**src/aat_pkg.sv**
```systemverilog
// Purpose: shared constants for the alarm threshold and light-sleep block
// Assumes: apb slave, 32-bit data, byte offsets as printed
// Notes: reset values and layouts used by the design and the bench
package aat_pkg;
	localparam logic [7:0] ADDR_HIGH_TH = 8'h24;
	localparam logic [7:0] ADDR_LOW_TH = 8'h28;
	localparam logic [7:0] ADDR_PWR_CTL = 8'h04;
	localparam logic [7:0] ADDR_UNLOCK = 8'h05;
	localparam logic [7:0] ADDR_RESULT = 8'h30;
	localparam logic [7:0] ADDR_IRQ_STAT = 8'h34;
	localparam logic [7:0] ADDR_IRQ_MASK = 8'h38;
	localparam logic [7:0] UNLOCK_KEY = 8'h69;
	localparam logic [7:0] HYST_RESET = 8'h00;
	localparam logic [15:0] UPPER_RESET = 16'hffff;
	localparam logic [15:0] LOWER_RESET = 16'h0000;
	localparam int PWR_SLEEP_BIT = 0;
	localparam int IRQ_HIGH_BIT = 0;
	localparam int IRQ_LOW_BIT = 1;
	localparam int IRQ_WAKE_BIT = 2;
	localparam logic [2:0] IRQ_MASK_RESET = 3'h0;
	typedef enum logic [1:0] {PS_NORMAL, PS_CONVERT, PS_SLEEP} aat_pstate_t;
endpackage

```
**src/aat_alarm_sleep.sv**
```systemverilog
// Purpose: input alarm thresholds with hysteresis and light-sleep control
// Assumes: apb slave, one clock, inputs synchronous to pclk
// Notes: conversion results arrive on a strobe with an end-of-conversion pulse
//
// The APB slave port was left to the implementer.
`timescale 1ns/1ns
// Behaviour
// hysteresis in high register top byte bits
// host writes fixed low hysteresis bits
// high register bits 23-16 read zero
// high compare uses upper limit bits 15:4
// host writes zero upper limit nibble
// low compare uses lower limit bits 15:4
// host writes zero lower limit nibble
// low register upper half reads zero
// registers are little-endian byte addressed words
// power control accepts changes only after key
// host sets sleep enable after unlocking
// sleep at conversion end while select high
// select falling edge wakes from sleep
// host waits wake time before start
// normal mode keeps blocks powered
// overall alarm ORs tripped alarm flags
// alarms clear with hysteresis beyond limit
module aat_alarm_sleep
	import aat_pkg::*;
#(
	parameter int RES_W = 12
)(
	input wire logic pclk,
	input wire logic presetn,
	input wire logic clk_en,
	input wire logic psel,
	input wire logic penable,
	input wire logic pwrite,
	input wire logic [7:0] paddr,
	input wire logic [31:0] pwdata,
	input wire logic [3:0] pstrb,
	output logic [31:0] prdata,
	output logic pready,
	output logic pslverr,
	input wire logic convert_start_select,
	input wire logic conv_done,
	input wire logic [RES_W-1:0] conv_result,
	output logic light_sleep,
	output logic alarm_high,
	output logic alarm_low,
	output logic overall_alarm_flag,
	output logic irq
);
	import aat_pkg::*;

	// apply byte strobes to a register word
	function automatic logic [31:0] merge(input logic [31:0] old, input logic [31:0] nw,
		input logic [3:0] strb);
		logic [31:0] r;
		r = old;
		for (int i = 0; i < 4; i++)
		begin
			if (strb[i])
				r[8*i +: 8] = nw[8*i +: 8];
		end
		return r;
	endfunction

	logic [7:0] hyst_q, hyst_d;
	logic [15:0] upper_q, upper_d;
	logic [15:0] lower_q, lower_d;
	logic unlocked_q, unlocked_d;
	logic sleep_en_q, sleep_en_d;
	aat_pstate_t ps_q, ps_d;
	logic css_q;
	logic ah_q, ah_d, al_q, al_d;
	logic [RES_W-1:0] res_q;
	logic [2:0] stat_q, stat_d, mask_q;
	logic [31:0] rdata_d;
	logic pready_q, irq_q, ovw_q, sleep_q;

	// apb decode
	wire setup_ok = psel && !penable;
	wire acc = psel && penable && pready_q;
	wire wr = acc && pwrite;
	wire rd = acc && !pwrite;
	wire hit_high = paddr == ADDR_HIGH_TH;
	wire hit_low = paddr == ADDR_LOW_TH;
	wire hit_pwr = paddr == ADDR_PWR_CTL;
	// unlock byte is a lane of an aligned word, never a word address of its own
	wire hit_unl = paddr == {ADDR_UNLOCK[7:2], 2'b00};
	wire hit_res = paddr == ADDR_RESULT;
	wire hit_stat = paddr == ADDR_IRQ_STAT;
	wire hit_mask = paddr == ADDR_IRQ_MASK;
	wire mapped = hit_high | hit_low | hit_pwr | hit_unl | hit_res | hit_stat | hit_mask;
	// byte lanes follow the little-endian byte addresses
	wire [31:0] hi_new = merge({hyst_q, 8'h00, upper_q}, pwdata, pstrb);
	wire [31:0] lo_new = merge({16'h0000, lower_q}, pwdata, pstrb);
	// key byte sits in lane 1 of the word at 0x04
	wire key_ok = hit_unl && pstrb[ADDR_UNLOCK[1:0]]
		&& pwdata[8*ADDR_UNLOCK[1:0] +: 8] == UNLOCK_KEY;

	// thresholds: only the 12 top bits of each limit count
	// upper compare bits
	wire [RES_W-1:0] up_lim = upper_q[15:4];
	// lower compare bits
	wire [RES_W-1:0] lo_lim = lower_q[15:4];
	// hysteresis from the two top bits
	wire [1:0] hyst = hyst_q[7:6];
	wire [RES_W:0] up_clr = {1'b0, up_lim} - {{(RES_W-1){1'b0}}, hyst};
	wire [RES_W:0] lo_clr = {1'b0, lo_lim} + {{(RES_W-1){1'b0}}, hyst};

	// next-state for registers
	always_comb
	begin
		hyst_d = hyst_q;
		upper_d = upper_q;
		lower_d = lower_q;
		unlocked_d = unlocked_q;
		sleep_en_d = sleep_en_q;
		if (wr && hit_high)
		begin
			hyst_d = hi_new[31:24];
			upper_d = hi_new[15:0];
		end
		if (wr && hit_low)
			lower_d = lo_new[15:0];
		if (wr && key_ok)
			unlocked_d = 1'b1;
		// power control changes only once unlocked
		if (wr && hit_pwr && unlocked_q && pstrb[0])
		begin
			sleep_en_d = pwdata[PWR_SLEEP_BIT];
			unlocked_d = 1'b0;
		end
	end

	// alarm comparison with hysteresis
	always_comb
	begin
		ah_d = ah_q;
		al_d = al_q;
		if (conv_done)
		begin
			// set above limit, clear once back by hysteresis
			if (conv_result > up_lim)
				ah_d = 1'b1;
			// an underflowed clear level can never be reached, so no clear then
			else if (!up_clr[RES_W] && {1'b0, conv_result} < up_clr)
				ah_d = 1'b0;
			if (conv_result < lo_lim)
				al_d = 1'b1;
			else if ({1'b0, conv_result} > lo_clr)
				al_d = 1'b0;
		end
	end

	// light-sleep state machine
	always_comb
	begin
		ps_d = ps_q;
		case (ps_q)
			PS_NORMAL:
				if (convert_start_select && !css_q)
					ps_d = PS_CONVERT;
			PS_CONVERT:
				// enter sleep at conversion end with select high
				if (conv_done)
					ps_d = (sleep_en_q && convert_start_select) ? PS_SLEEP : PS_NORMAL;
			PS_SLEEP:
				// falling select edge wakes the device
				if (!convert_start_select)
					ps_d = PS_NORMAL;
			default:
				ps_d = PS_NORMAL;
		endcase
	end

	// sticky events; read of status clears, new event wins
	always_comb
	begin
		stat_d = (rd && hit_stat) ? 3'h0 : stat_q;
		if (ah_d && !ah_q)
			stat_d[IRQ_HIGH_BIT] = 1'b1;
		if (al_d && !al_q)
			stat_d[IRQ_LOW_BIT] = 1'b1;
		if (ps_q == PS_SLEEP && ps_d == PS_NORMAL)
			stat_d[IRQ_WAKE_BIT] = 1'b1;
	end

	// read mux: reserved fields read zero
	always_comb
	begin
		rdata_d = 32'h0000_0000;
		// bits 23-16 return zero
		if (hit_high)
			rdata_d = {hyst_q, 8'h00, upper_q};
		// upper half returns zero
		if (hit_low)
			rdata_d = {16'h0000, lower_q};
		if (hit_pwr)
			rdata_d = {30'h0, unlocked_q, sleep_en_q};
		if (hit_res)
			rdata_d = {{(32-RES_W){1'b0}}, res_q};
		if (hit_stat)
			rdata_d = {29'h0, stat_q};
		if (hit_mask)
			rdata_d = {29'h0, mask_q};
	end

	// register state
	always_ff @(posedge pclk or negedge presetn)
	begin
		if (!presetn)
		begin
			hyst_q <= HYST_RESET;
			upper_q <= UPPER_RESET;
			lower_q <= LOWER_RESET;
			unlocked_q <= 1'b0;
			sleep_en_q <= 1'b0;
			mask_q <= IRQ_MASK_RESET;
			stat_q <= 3'h0;
		end
		else if (clk_en)
		begin
			hyst_q <= hyst_d;
			upper_q <= upper_d;
			lower_q <= lower_d;
			unlocked_q <= unlocked_d;
			sleep_en_q <= sleep_en_d;
			stat_q <= stat_d;
			if (wr && hit_mask && pstrb[0])
				mask_q <= pwdata[2:0];
		end
	end

	// apb answer: ready one cycle after setup
	always_ff @(posedge pclk or negedge presetn)
	begin
		if (!presetn)
		begin
			pready_q <= 1'b0;
			prdata <= 32'h0000_0000;
			pslverr <= 1'b0;
		end
		else if (clk_en)
		begin
			pready_q <= setup_ok;
			pslverr <= setup_ok && !mapped;
			if (setup_ok)
				prdata <= pwrite ? 32'h0000_0000 : rdata_d;
		end
	end
	assign pready = pready_q;

	// converter state and alarms
	always_ff @(posedge pclk or negedge presetn)
	begin
		if (!presetn)
		begin
			ps_q <= PS_NORMAL;
			css_q <= 1'b0;
			ah_q <= 1'b0;
			al_q <= 1'b0;
			res_q <= '0;
			ovw_q <= 1'b0;
			irq_q <= 1'b0;
			sleep_q <= 1'b0;
		end
		else if (clk_en)
		begin
			ps_q <= ps_d;
			sleep_q <= (ps_d == PS_SLEEP);
			css_q <= convert_start_select;
			ah_q <= ah_d;
			al_q <= al_d;
			if (conv_done)
				res_q <= conv_result;
			// overall flag is the OR of trips
			ovw_q <= ah_d | al_d;
			irq_q <= |(stat_d & mask_q);
		end
	end
	// powered unless in the sleep state
	assign light_sleep = sleep_q;
	assign alarm_high = ah_q;
	assign alarm_low = al_q;
	assign overall_alarm_flag = ovw_q;
	assign irq = irq_q;
endmodule

```
**config.mk**
```make
export PLATFORM = sky130hd
export DESIGN_NAME = aat_alarm_sleep
export DESIGN_NICKNAME = d
export VERILOG_FILES = /design/src/aat_pkg.sv /design/src/aat_alarm_sleep.sv
export SDC_FILE = /design/constraint.sdc
export NUM_CORES = 1
export LEC_CHECK = 0
export BUFFER_PORTS_ARGS = -buffer_cell sky130_fd_sc_hd__buf_2
export CAP_MARGIN = 30
export CORE_AREA = 2 2 126 128
export DETAILED_ROUTE_END_ITERATION = 6
export DIE_AREA = 0 0 128 130
export PLACE_DENSITY = 0.55
export SETUP_SLACK_MARGIN = 0.1
export SYNTH_ARGS = -nofsm -noshare
export SYNTH_HDL_FRONTEND = slang
export SYNTH_SLANG_ARGS = --single-unit
```
**constraint.sdc**
```tcl
create_clock -name pclk -period 3.55 [get_ports pclk]
set_input_delay 0.1775 -clock pclk [delete_from_list [all_inputs] [get_ports pclk]]
set_output_delay 0.1775 -clock pclk [all_outputs]
set_load 0.1 [all_outputs]
```
---- Word level (Yosys, flattened, before mapping) ----
Index checks and enable logic that the tools add are counted.
storage, ports and cells
  output and inout bits ................... 39
  register bits after elaboration ......... 102
cells by class
  add/sub/neg operators ................... 2
  equal/unequal tests ..................... 10
  reductions and logical operators ........ 44
  bitwise logic cells ..................... 8
  multiplexer cells ....................... 24
  magnitude comparators ................... 4
operators by type and width
  cell                  number
  $mux W32              7
  $eq A8 B6 Y1 const B  5
  $logic_and A1 B1 Y1   23
  $reduce_and A3 Y1     5
  $add A12 B2 Y13       1
  $gt A12 B13 Y1        1
  $lt A12 B13 Y1        1
  $sub A12 B2 Y13       1
  $gt A12 B12 Y1        1
  $lt A12 B12 Y1        1
  $mux W1               11
  $reduce_and A2 Y1     5
  $eq A8 B3 Y1 const B  1
  $eq A8 B7 Y1 const B  1
  $mux W2               4
  $logic_not A1 Y1      7
  $or A1 B1 Y1          7
  $pmux W2 S3           1
  $eq A2 B2 Y1 const B  2
  $logic_not A2 Y1      2
  $and A3 B3 Y3         1
  $mux W3               1
  $reduce_or A3 Y1      1
  $eq A2 B1 Y1 const B  1
  $reduce_bool A2 Y1    1

---- Logic depth before layout (Yosys ltp) ----
Gate-level depths: netlist (run 1).
  depth in word-level cells ............... 10
  gate-level depth with buffers ........... 14
  mapped depth without buffers ............ 14

---- Worst setup path after synthesis (run 1) ----
Ideal clock, no wire load.
  path type ............................... flip-flop to flip-flop
  from .................................... register upper_q[4]
  to ...................................... register ovw_q (netlist: overall_alarm_flag)
  period minus slack after synthesis ...... 3061 ps
  arrival time ............................ 2935 ps
  slack ................................... 489 ps
  setup time .............................. 126 ps
  stages on the path, launching flop included .. 14
  path buffers ............................ 0
  cell sequence ........................... dfstp_2 inv_1 ha_1 fa_1 nand3_1 nor2_1 xnor2_1 ha_1 a21o_1 a21o_1 a221o_1 o21ai_0 nand4_1 o32a_1
on the way
  cells in the longest elaborated chain, start to end .. 7
RTL lines
  element                                                    RTL line                source
  from (decl)                                                aat_alarm_sleep.sv:67   logic [15:0] upper_q, upper_d;
  from (signal assigned)                                     aat_alarm_sleep.sv:224  upper_q <= upper_d;
  $sub A12 B2 Y13                                            aat_alarm_sleep.sv:107  wire [RES_W:0] up_clr = {1'b0, up_lim} - {{(RES_W-1){1'b0}}, hyst};
  $lt A12 B13 Y1 / $logic_not A1 Y1 (equally long branches)  aat_alarm_sleep.sv:146  else if (!up_clr[RES_W] && {1'b0, conv_result} < up_clr)
  $logic_and A1 B1 Y1                                        aat_alarm_sleep.sv:146
  $mux W1                                                    aat_alarm_sleep.sv:146
  $mux W1 *                                                  aat_alarm_sleep.sv:143  if (conv_result > up_lim)
  $mux W1 *                                                  aat_alarm_sleep.sv:140  if (conv_done)
  $or A1 B1 Y1 *                                             aat_alarm_sleep.sv:277  ovw_q <= ah_d | al_d;
  to (signal assigned)                                       aat_alarm_sleep.sv:277
  to (decl)                                                  aat_alarm_sleep.sv:77   logic pready_q, irq_q, ovw_q, sleep_q;
Every way passes the cells marked *; elsewhere a longest branch is shown, timed or not.
A chain may end at the register's enable or synchronous reset.

---- Worst setup path after layout (run 1) ----
Same ends and word-level chain as after synthesis.

==> results of run 1 <==
==> routing by layer <==
layer  up-vias  global-route usage  share of wire
met5         -                   0              0
met3        21             0.03034          0.046
met4         0             0.07369          0.016
li1       2222                   -              -
met1      2251              0.2754           0.48
met2       133              0.3108           0.46
==> placed cells by master, fill, tap and decap left out, types with 3 or more instances in the layout <==
cell        n
a21o_1      4
nor3_1     15
mux2_2     31
xnor2_1    20
nand4_1    10
nand3_1    13
buf_4      15
a22o_1     16
a21oi_1    24
ha_1       50
and3_1      5
conb_1      8
o21ai_0    56
clkbuf_16   9
inv_1      37
buf_2      84
nor2_1     29
or3_1       3
a211oi_1    4
o21a_1      3
nor4_1      4
dfrtp_1    78
nand2_1    54
a22oi_1    11
a221o_1     8
dfstp_2    16
nor2b_1     4
==> area by class of cell <==
type	instances	area, um^2
Timing Repair Buffer	101	570.5
Clock inverter	3	26.28
Clock buffer	13	260.3
Sequential cell	94	2372
Fill cell	1537	8843
Tap cell	192	240.2
Multi-Input combinational cell	412	2973
Inverter	37	138.9
==> metrics by stage <==
stage	instance area [um^2]	std cells	hold WS [ns]
after detailed placement	6256	834	0.04037
after CTS	6558	851	0.04924
after global routing	6581	852	0.06325
final	6581	852	0.05724
after global placement	6228	833	0.4103
after floorplan	5593	568	-0.1181
==> kinds of logic (layout without fill, tap and decap cells) <==
| family | after synthesis | in the layout | share of synthesized area |
|---|---|---|---|
| buf+inv | 62 | 154 | 0.04832 |
| fa+ha+maj | 52 | 52 | 0.1196 |
| compound gates | 145 | 145 | 0.1695 |
| xor+xnor | 20 | 20 | 0.03147 |
| other cells | 1 | 8 | 0.0006737 |
| flops | 94 | 94 | 0.4262 |
| mux | 31 | 31 | 0.06271 |
| simple gates | 156 | 156 | 0.1416 |
==> worst max path at each step <==
stage,to,slack (ns),cells past startpoint,from
6_report,overall_alarm_flag,0.17,13,upper_q[4]
5_1_grt,overall_alarm_flag,0.11,13,upper_q[4]
4_1_cts,overall_alarm_flag,0.15,13,upper_q[4]
3_5_place_dp,overall_alarm_flag,0.02,13,upper_q[4]
3_3_place_gp,overall_alarm_flag,0.11,13,upper_q[4]
2_1_floorplan,overall_alarm_flag,0.49,13,upper_q[4]
==> where the power goes <==
| group | leakage, nW | internal, W | switching (W) | total, W |
|---|---|---|---|---|
| Clock | 0.140 | 0.000519 | 0.000419 | 0.000939 |
| Combinational | 1.86 | 0.0000868 | 0.000197 | 0.000284 |
| Sequential | 1.15 | 0.00110 | 0.0000245 | 0.00113 |
| Total | 3.15 | 0.00171 | 0.000641 | 0.00235 |
==> flip-flops by register name, summed over array words and instances (netlist names), 2 cells and up <==
signal,count
hyst_q,8
lower_q,16
mask_q,3
prdata,24
ps_q,2
res_q,12
stat_q,3
upper_q,16
==> critical path: stages (launching register included) <==
cell and delay (ns):
dfstp_2 0.55, inv_1 0.05, ha_1 0.21, fa_2 0.40, nand3_4 0.11, nor2_1 0.06, xnor2_1 0.12, ha_1 0.29
a21o_1 0.17, a21o_1 0.18, a221o_1 0.29, o21ai_1 0.21, nand4_1 0.22, o32a_1 0.40
==> what timing repair did <==
item	CTS	global route
resized for setup	2	4
endpoints found under the setup margin	1	2
buffers inserted	0	1
hold buffers	1	0
hold endpoints to repair	23	0
==> results by group, run 1 <==
Outcome
  – Status: complete, no violations

Worst setup path
  – RR Startpoint: upper_q[4]
  – Arrival @ worst endpoint: 3.61 ns
  – R2r setup slk: 0.17 ns
  – Worst reg2reg path depth: 13
  – Setup crit end kind: flop
  – Data required, critical path: 3.78 ns
  – Reg-to-reg endpoint: overall_alarm_flag
  – Kind of critical path: flop to flop
  – Critical path fanouts, max: 4
  – Crit path launch type: flop

Routing
  – Vias: 4627
  – DRC Markers: 0
  – DR pass1 iterations: 4
  – Antenna viol nets, final: 0
  – Wire length per cell: 18.71 um
  – DRT Wirelength: 15.94 mm
  – DRC marker count from the first detailed-route iteration: 229
  – Via/cell ratio: 5.431

Timing
  – Slew Viols, Final: 0
  – Post-layout worst setup margin: 0.1728 ns
  – Final-report hold violation count: 0
  – Clk_skew: 0.007384 ns
  – RSZ-0062 raised after global routing: false
  – Worst Tran Pin Value: 0.6349 ns
  – Min cycle time layout: 3.377 ns
  – Fmax: 296.1 MHz
  – Final Cycle Share: 0.9513
  – Final setup viols: 0
  – Slew margin rel.: 0.5767
  – Setup TNS: 0 ns

Logic synthesis
  – Most frequent cell after synthesis: dfrtp_1
  – Post-synth cell types: 55
  – Sequential element share of the synthesized area: 0.4262
  – Synth area leader: dfrtp_1
  – Ys async rst share: 1.000
  – Ys Warns: 0
  – Number of flops mapped to enable cells by yosys: 0
  – Mapped Cells: 561
  – Top cells by count, synth: dfrtp_1, o21ai_0, nand2_1
  – Post-Syn Area per Cell: 9.923 um^2
  – Top cells by area, synth: dfrtp_1, ha_1, dfstp_2
  – Yosys reg bits: 94
  – Post-Syn Area: 0.005567 mm^2
  – Main synth FF type: dfrtp_1
  – Synth top area share: 0.3506

Hold path
  – Worst hold path class: input port to flop
  – Hold path cells: 3
  – Min-Delay Endpoint: hyst_q[7]
  – HP Start: pwdata[31]

Power
  – Pleak: 3.147 nW
  – Peak VDD IR: 0.0002003 V
  – Tot Pwr: 0.002351 W
  – Pwr dens: 357.2 mW/mm^2

Final layout
  – Layout cells sized above 1: 0.2606
  – Layout area overhead: 18.23%
  – Final Util: 0.4267
  – N_diodes: 0
  – Final nets: 771

Global routing
  – Total congestion overflow: 0
  – First-pass GRT wire length: 25.13 mm
  – Initial antenna violation count: 0
  – Pin count of the biggest net entering global routing: 69
  – GRT Total Usage: 0.1970
  – Vias in the first global route: 4593

Clocking
  – Num CTS Buffers: 9
  – Max Buffers Root-to-Sink: 2
  – Clock Sinks: 94
  – TritonCTS clock tree: built
  – Htree depth: 3
  – Root Buffer: clkbuf_16
  – Clk Latency, worst-skew pair: 0.35 ns
  – Worst-path clk slew: 0.07 ns

Place
  – GPL Wtd Cong: 0.8941
  – I/O Buffers: 85
  – Post-DP HPWL: 12.44 mm
  – Place WS: 0.01823 ns

Die
  – Die W: 128 um
  – Die H: 130 um
  – Core region area: 0.01542 mm^2
  – Std cell rows: 46
  – Die Area: 0.01664 mm^2
  – Starting Density: 0.3609
  – I/O pins: 103

Run
  – Max-Cap Viols: 0
Note: power is estimated with default switching activity, not from simulation.
==> run 2, diff against run 1 <==
--- a/config.mk
+++ b/config.mk
@@ -7,9 +7,10 @@
 export LEC_CHECK = 0
 export BUFFER_PORTS_ARGS = -buffer_cell sky130_fd_sc_hd__buf_2
 export CAP_MARGIN = 30
-export CORE_AREA = 2 2 126 128
+export CORE_AREA = 8 8 119 149
 export DETAILED_ROUTE_END_ITERATION = 6
-export DIE_AREA = 0 0 128 130
+export DIE_AREA = 0 0 127 157
+export GPL_TIMING_DRIVEN = 0
 export PLACE_DENSITY = 0.55
 export SETUP_SLACK_MARGIN = 0.1
 export SYNTH_ARGS = -nofsm -noshare
==> results by group, run 2 (synthesis gave the netlist of run 1 again) <==
Timing
  – Slew margin rel.: 0.2992
  – Final-report hold violation count: 0
  – RSZ-0062 raised after global routing: false
  – Final setup viols: 0
  – Slew Viols, Final: 0
  – Clk_skew: 0.01339 ns
  – Worst Tran Pin Value: 1.038 ns
  – Post-layout worst setup margin: 0.2801 ns
  – Final Cycle Share: 0.9211
  – Hold slack: 0.04707 ns
  – Fmax: 305.8 MHz
  – Min cycle time layout: 3.270 ns

Global routing
  – Total congestion overflow: 0
  – Initial antenna violation count: 0
  – Met1 Track Usage GR: 0.1944
  – Gr busiest metal: met2
  – Met3 Track Usage GR: 0.02742
  – First-pass GRT wire length: 26.54 mm
  – Vias in the first global route: 5021
  – Pin count of the biggest net entering global routing: 73
  – GRT Total Usage: 0.1718
  – M2 GR Usage: 0.3117

Final layout
  – Largest register FFs: 24
  – Final nets: 782
  – N_diodes: 0
  – Layout area overhead: 19.06%
  – Filler cell count: 1539
  – Biggest register: prdata
  – Most frequent cells in the layout: buf_2, dfrtp_1, o21ai_0
  – FF/Latch Area: 0.002374 mm^2
  – Final Util: 0.4328
  – Layout cells sized above 1: 0.2653
  – Commonest non-fill, non-tap cell in the layout: buf_2
  – Multi-input logic area: 0.002983 mm^2
  – Largest regs: prdata: 24 flops, lower_q: 16 flops, upper_q: 16 flops

Routing
  – Vias: 4663
  – Wire length per cell: 19.59 um
  – Via/cell ratio: 5.447
  – DRT Wirelength: 16.77 mm
  – Antenna viol nets, final: 0
  – DRC Markers: 0
  – DRC marker count from the first detailed-route iteration: 345
  – DR pass1 iterations: 5

Clocking
  – TritonCTS clock tree: built
  – Root Buffer: clkbuf_16
  – Clock Sinks: 94
  – Post-CTS setup buffer count: 0
  – Worst-path clk slew: 0.08 ns
  – Max Buffers Root-to-Sink: 2
  – Htree depth: 3
  – Clk Latency, worst-skew pair: 0.35 ns
  – Num CTS Buffers: 9

Die
  – Core region area: 0.01531 mm^2
  – Starting Density: 0.3635
  – Die W: 127 um
  – Die Area: 0.01994 mm^2
  – Std cell rows: 51
  – I/O pins: 103
  – Die H: 157 um

Worst setup path
  – CP max stage delay: 0.45 ns
  – RR Startpoint: hyst_q[7]
  – Slowest CP cell: dfrtp_2
  – Worst path cell trace: inv_1, ha_1, a211oi_2, nand2_2, nor3_1, xnor2_1, ha_1, and4_1, a221o_1, o21ai_2, nand4_1, o32a_1
  – Crit path from: hyst_q[7]
  – Kind of critical path: flop to flop
  – Setup crit end kind: flop
  – Worst reg2reg path depth: 12
  – Cell mode on critical path: ha_1
  – Arrival @ worst endpoint: 3.51 ns
  – Critical path fanouts, max: 5
  – Crit path launch type: flop
  – Data required, critical path: 3.79 ns

Place
  – Place WS: -0.2041 ns
  – I/O Buffers: 84
  – Post-DP HPWL: 13.60 mm
  – GPL Wtd Cong: 0.8999

Power
  – Pleak: 3.175 nW
  – Pwr dens: 360.7 mW/mm^2
  – Peak VDD IR: 0.0002069 V

Outcome
  – Status: complete, no violations

Hold path
  – Worst hold path class: input port to flop
  – Hold path cells: 3
  – HP Start: pwdata[31]

Run
  – Max-Cap Viols: 0
[run 2: critical path: cells and delay by family, from the launching register on]
kind | cells | cell delay [ns]
AO/OA/AOI/OAI | 4 | 1.17
adder cells (fa/ha/maj) | 2 | 0.58
flip-flops | 1 | 0.45
buffers and inverters | 1 | 0.10
AND/OR/NAND/NOR | 4 | 0.68
XOR/XNOR | 1 | 0.16
[run 2: per-layer routing]
layer  vias to the layer above  wire length, um
li1                       2234                -
met3                        33              855
met4                         0              504
met5                         -                0
met2                       151             8672
met1                      2245             6740
[run 2: final cells by class]
class,instances,share of cell area
Inverter,37,0.02096
Tap cell,185,0.03493
Clock inverter,6,0.009628
Buffer,25,0.01963
Multi-Input combinational cell,412,0.4501
Sequential cell,94,0.3581
Clock buffer,10,0.03606
Timing Repair Buffer,87,0.07061
[run 2: timing repair]
action / CTS / global route
pin swaps: 0 / 3
endpoints found under the setup margin: 2 / 2
hold buffers: 1 / 0
endpoints found under the hold margin: 11 / 0
gates resized for setup: 5 / 4
[run 2: report_power, final]
part | switching (W) | internal, W | leakage, nW | total, W
clock | 0.000460 | 0.000514 | 0.146 | 0.000975
sequential | 0.0000245 | 0.00110 | 1.15 | 0.00113
combinational | 0.000198 | 0.0000909 | 1.88 | 0.000289
[run 2: worst paths after layout]
check                           slack (ns)                  to
max in group asynchronous             2.55          upper_q[0]
worst max register to register        0.28  overall_alarm_flag
worst max-delay path                  0.28  overall_alarm_flag
min in group asynchronous             0.30          prdata[25]
worst min-delay path                  0.05           hyst_q[7]
worst min register to register        0.46             ps_q[0]
[run 2: metrics by stage]
stage / cell area [um^2] / instances / power [W] / TNS (ns)
floorplan: 5593 / 568 / 0.001312 / 0
global placement: 6245 / 837 / 0.001422 / -0.1344
detailed placement: 6282 / 839 / 0.001435 / -0.2041
CTS: 6609 / 856 / 0.002413 / 0
global route: 6628 / 856 / 0.002481 / 0
finish: 6628 / 856 / 0.002391 / 0
==> run 3, diff against run 2 <==
--- a/config.mk
+++ b/config.mk
@@ -12,6 +12,7 @@
 export DIE_AREA = 0 0 127 157
 export GPL_TIMING_DRIVEN = 0
 export PLACE_DENSITY = 0.55
+export REMOVE_ABC_BUFFERS = 1
 export SETUP_SLACK_MARGIN = 0.1
 export SYNTH_ARGS = -nofsm -noshare
 export SYNTH_HDL_FRONTEND = slang
==> results by group, run 3 (synthesis gave the netlist of run 1 again) <==
Outcome
  – Status: complete, no violations

Final layout
  – Commonest non-fill, non-tap cell in the layout: buf_2
  – Non-Filler Instances: 838
  – Layout area overhead: 19.38%
  – Most frequent cells in the layout: buf_2, dfrtp_1, o21ai_0
  – N_diodes: 0
  – Final Util: 0.4339
  – Biggest register: prdata
  – Largest regs: prdata: 24 flops, lower_q: 16 flops, upper_q: 16 flops
  – Largest register FFs: 24
  – Final nets: 764
  – Layout cells sized above 1: 0.2665
  – Filler cell count: 1527

Clocking
  – Worst-path clk slew: 0.07 ns
  – Htree depth: 3
  – Num CTS Buffers: 9
  – Root Buffer: clkbuf_16
  – Max Buffers Root-to-Sink: 2
  – Clock Sinks: 94
  – TritonCTS clock tree: built
  – Clk Latency, worst-skew pair: 0.35 ns

Timing
  – Final setup viols: 0
  – Clk_skew: 0.005866 ns
  – Fmax: 301.5 MHz
  – Min cycle time layout: 3.317 ns
  – Final-report hold violation count: 0
  – Slew margin rel.: 0.3345
  – Slew Viols, Final: 0
  – Hold slack: 0.02923 ns
  – Final Cycle Share: 0.9344
  – RSZ-0062 raised after global routing: false
  – Worst Tran Pin Value: 0.9946 ns
  – Setup TNS: 0 ns

Routing
  – Wire length per cell: 19.51 um
  – Antenna viol nets, final: 0
  – Vias: 4564
  – DR pass1 iterations: 6
  – Via/cell ratio: 5.446
  – DRC Markers: 0
  – DRT Wirelength: 16.35 mm
  – DRC marker count from the first detailed-route iteration: 231

Power
  – Comb pwr share: 0.109
  – Pleak: 3.158 nW
  – Sw Ratio: 0.2646
  – Sequential power share: 0.439
  – Pwr dens: 386.1 mW/mm^2
  – Clk pwr share: 0.451
  – Peak VDD IR: 0.0001831 V
  – Pint: 0.001887 W
  – NetSw: 0.0006787 W

Die
  – Core region area: 0.01531 mm^2
  – Std cell rows: 51
  – Die W: 127 um
  – I/O pins: 103
  – Starting Density: 0.3635
  – Die H: 157 um
  – Die Area: 0.01994 mm^2

Worst setup path
  – Setup crit end kind: flop
  – Crit path launch type: flop
  – Kind of critical path: flop to flop
  – Critical path fanouts, max: 3
  – Arrival @ worst endpoint: 3.55 ns
  – Data required, critical path: 3.79 ns

Global routing
  – GRT Total Usage: 0.1684
  – Initial antenna violation count: 0
  – Pin count of the biggest net entering global routing: 50
  – First-pass GRT wire length: 25.99 mm
  – Vias in the first global route: 4894
  – Total congestion overflow: 0

Hold path
  – Worst hold path class: input port to flop

Place
  – Post-DP HPWL: 12.87 mm
  – GPL Wtd Cong: 0.8591
  – I/O Buffers: 85
  – Placed instance count: 817

Run
  – Max-Cap Viols: 0
==> run 3: changes by cell type in the layout (fill, tap and decap cells not counted), sizes merged <==
| cell | delta |
|---|---|
| buf | -7 |
| bufinv | +3 |
| clkbuf | -12 |
| clkinv | -2 |
==> run 3: worst max-delay path, cell delays in order, from the launching register on <==
cell     delay [ns]
dfstp_2        0.53
inv_1          0.05
ha_1           0.22
fa_2           0.44
nand3_4        0.10
nor2_1         0.06
xnor2_1        0.20
ha_1           0.27
a21o_1         0.16
a21o_1         0.17
a221o_1        0.31
o21ai_2        0.14
nand4_1        0.15
o32a_1         0.39
==> run 3: power groups by stage <==
stage	Combinational, W	Sequential, W	Clock (W)
final	0.000280	0.00113	0.00116
after detailed placement	0.000281	0.00115	0
after CTS	0.000283	0.00113	0.00117
after global routing	0.000308	0.00113	0.00122
after global placement	0.000270	0.00115	0
after floorplan	0.000126	0.00118	0
==> run 3: cell type report <==
type	count	area, um^2	share of cell area
clock buffer	9	225.2	0.03389
tap	185	231.5	0.03483
inverter	37	138.9	0.02090
multi-input combinational	412	3015	0.4538
timing repair buffer	94	534.3	0.08040
clock inverter	7	126.4	0.01902
sequential	94	2374	0.3572
==> run 3: what timing repair did <==
item / CTS / global route
endpoints found under the hold margin: 33 / 0
pin swaps: 0 / 4
hold buffers: 1 / 0
setup buffers: 0 / 4
gates resized for setup: 7 / 7
endpoints found under the setup margin: 3 / 2
==> run 3: final timing paths <==
check | from | endpoint | slack, ns | cells after the start
max | upper_q[4] | overall_alarm_flag | 0.23 | 13
min | pwdata[31] | hyst_q[7] | 0.03 | 3
max reg2reg | upper_q[4] | overall_alarm_flag | 0.23 | 13
min reg2reg | css_q | ps_q[0] | 0.48 | 1
max in group asynchronous | presetn | upper_q[0] | 2.45 | 3
min in group asynchronous | presetn | lower_q[4] | 0.38 | 2
==> run 3: per-stage QoR <==
stage / cell area (um^2) / power, W / setup slack, ns
after floorplan: 5463 / 0.001302 / 0.4889
after global placement: 6120 / 0.001415 / -0.1499
after detailed placement: 6178 / 0.001428 / -0.2165
after CTS: 6566 / 0.002581 / 0.1404
after global routing: 6645 / 0.002655 / 0.1010
final: 6645 / 0.002565 / 0.2329
==> run 3: routing by layer <==
metal | track usage | wire [um] | share of wire
met5 | 0 | 0 | 0
met4 | 0.07439 | 427 | 0.026
met3 | 0.02437 | 637 | 0.039
met2 | 0.3069 | 8583 | 0.53
met1 | 0.1911 | 6699 | 0.41
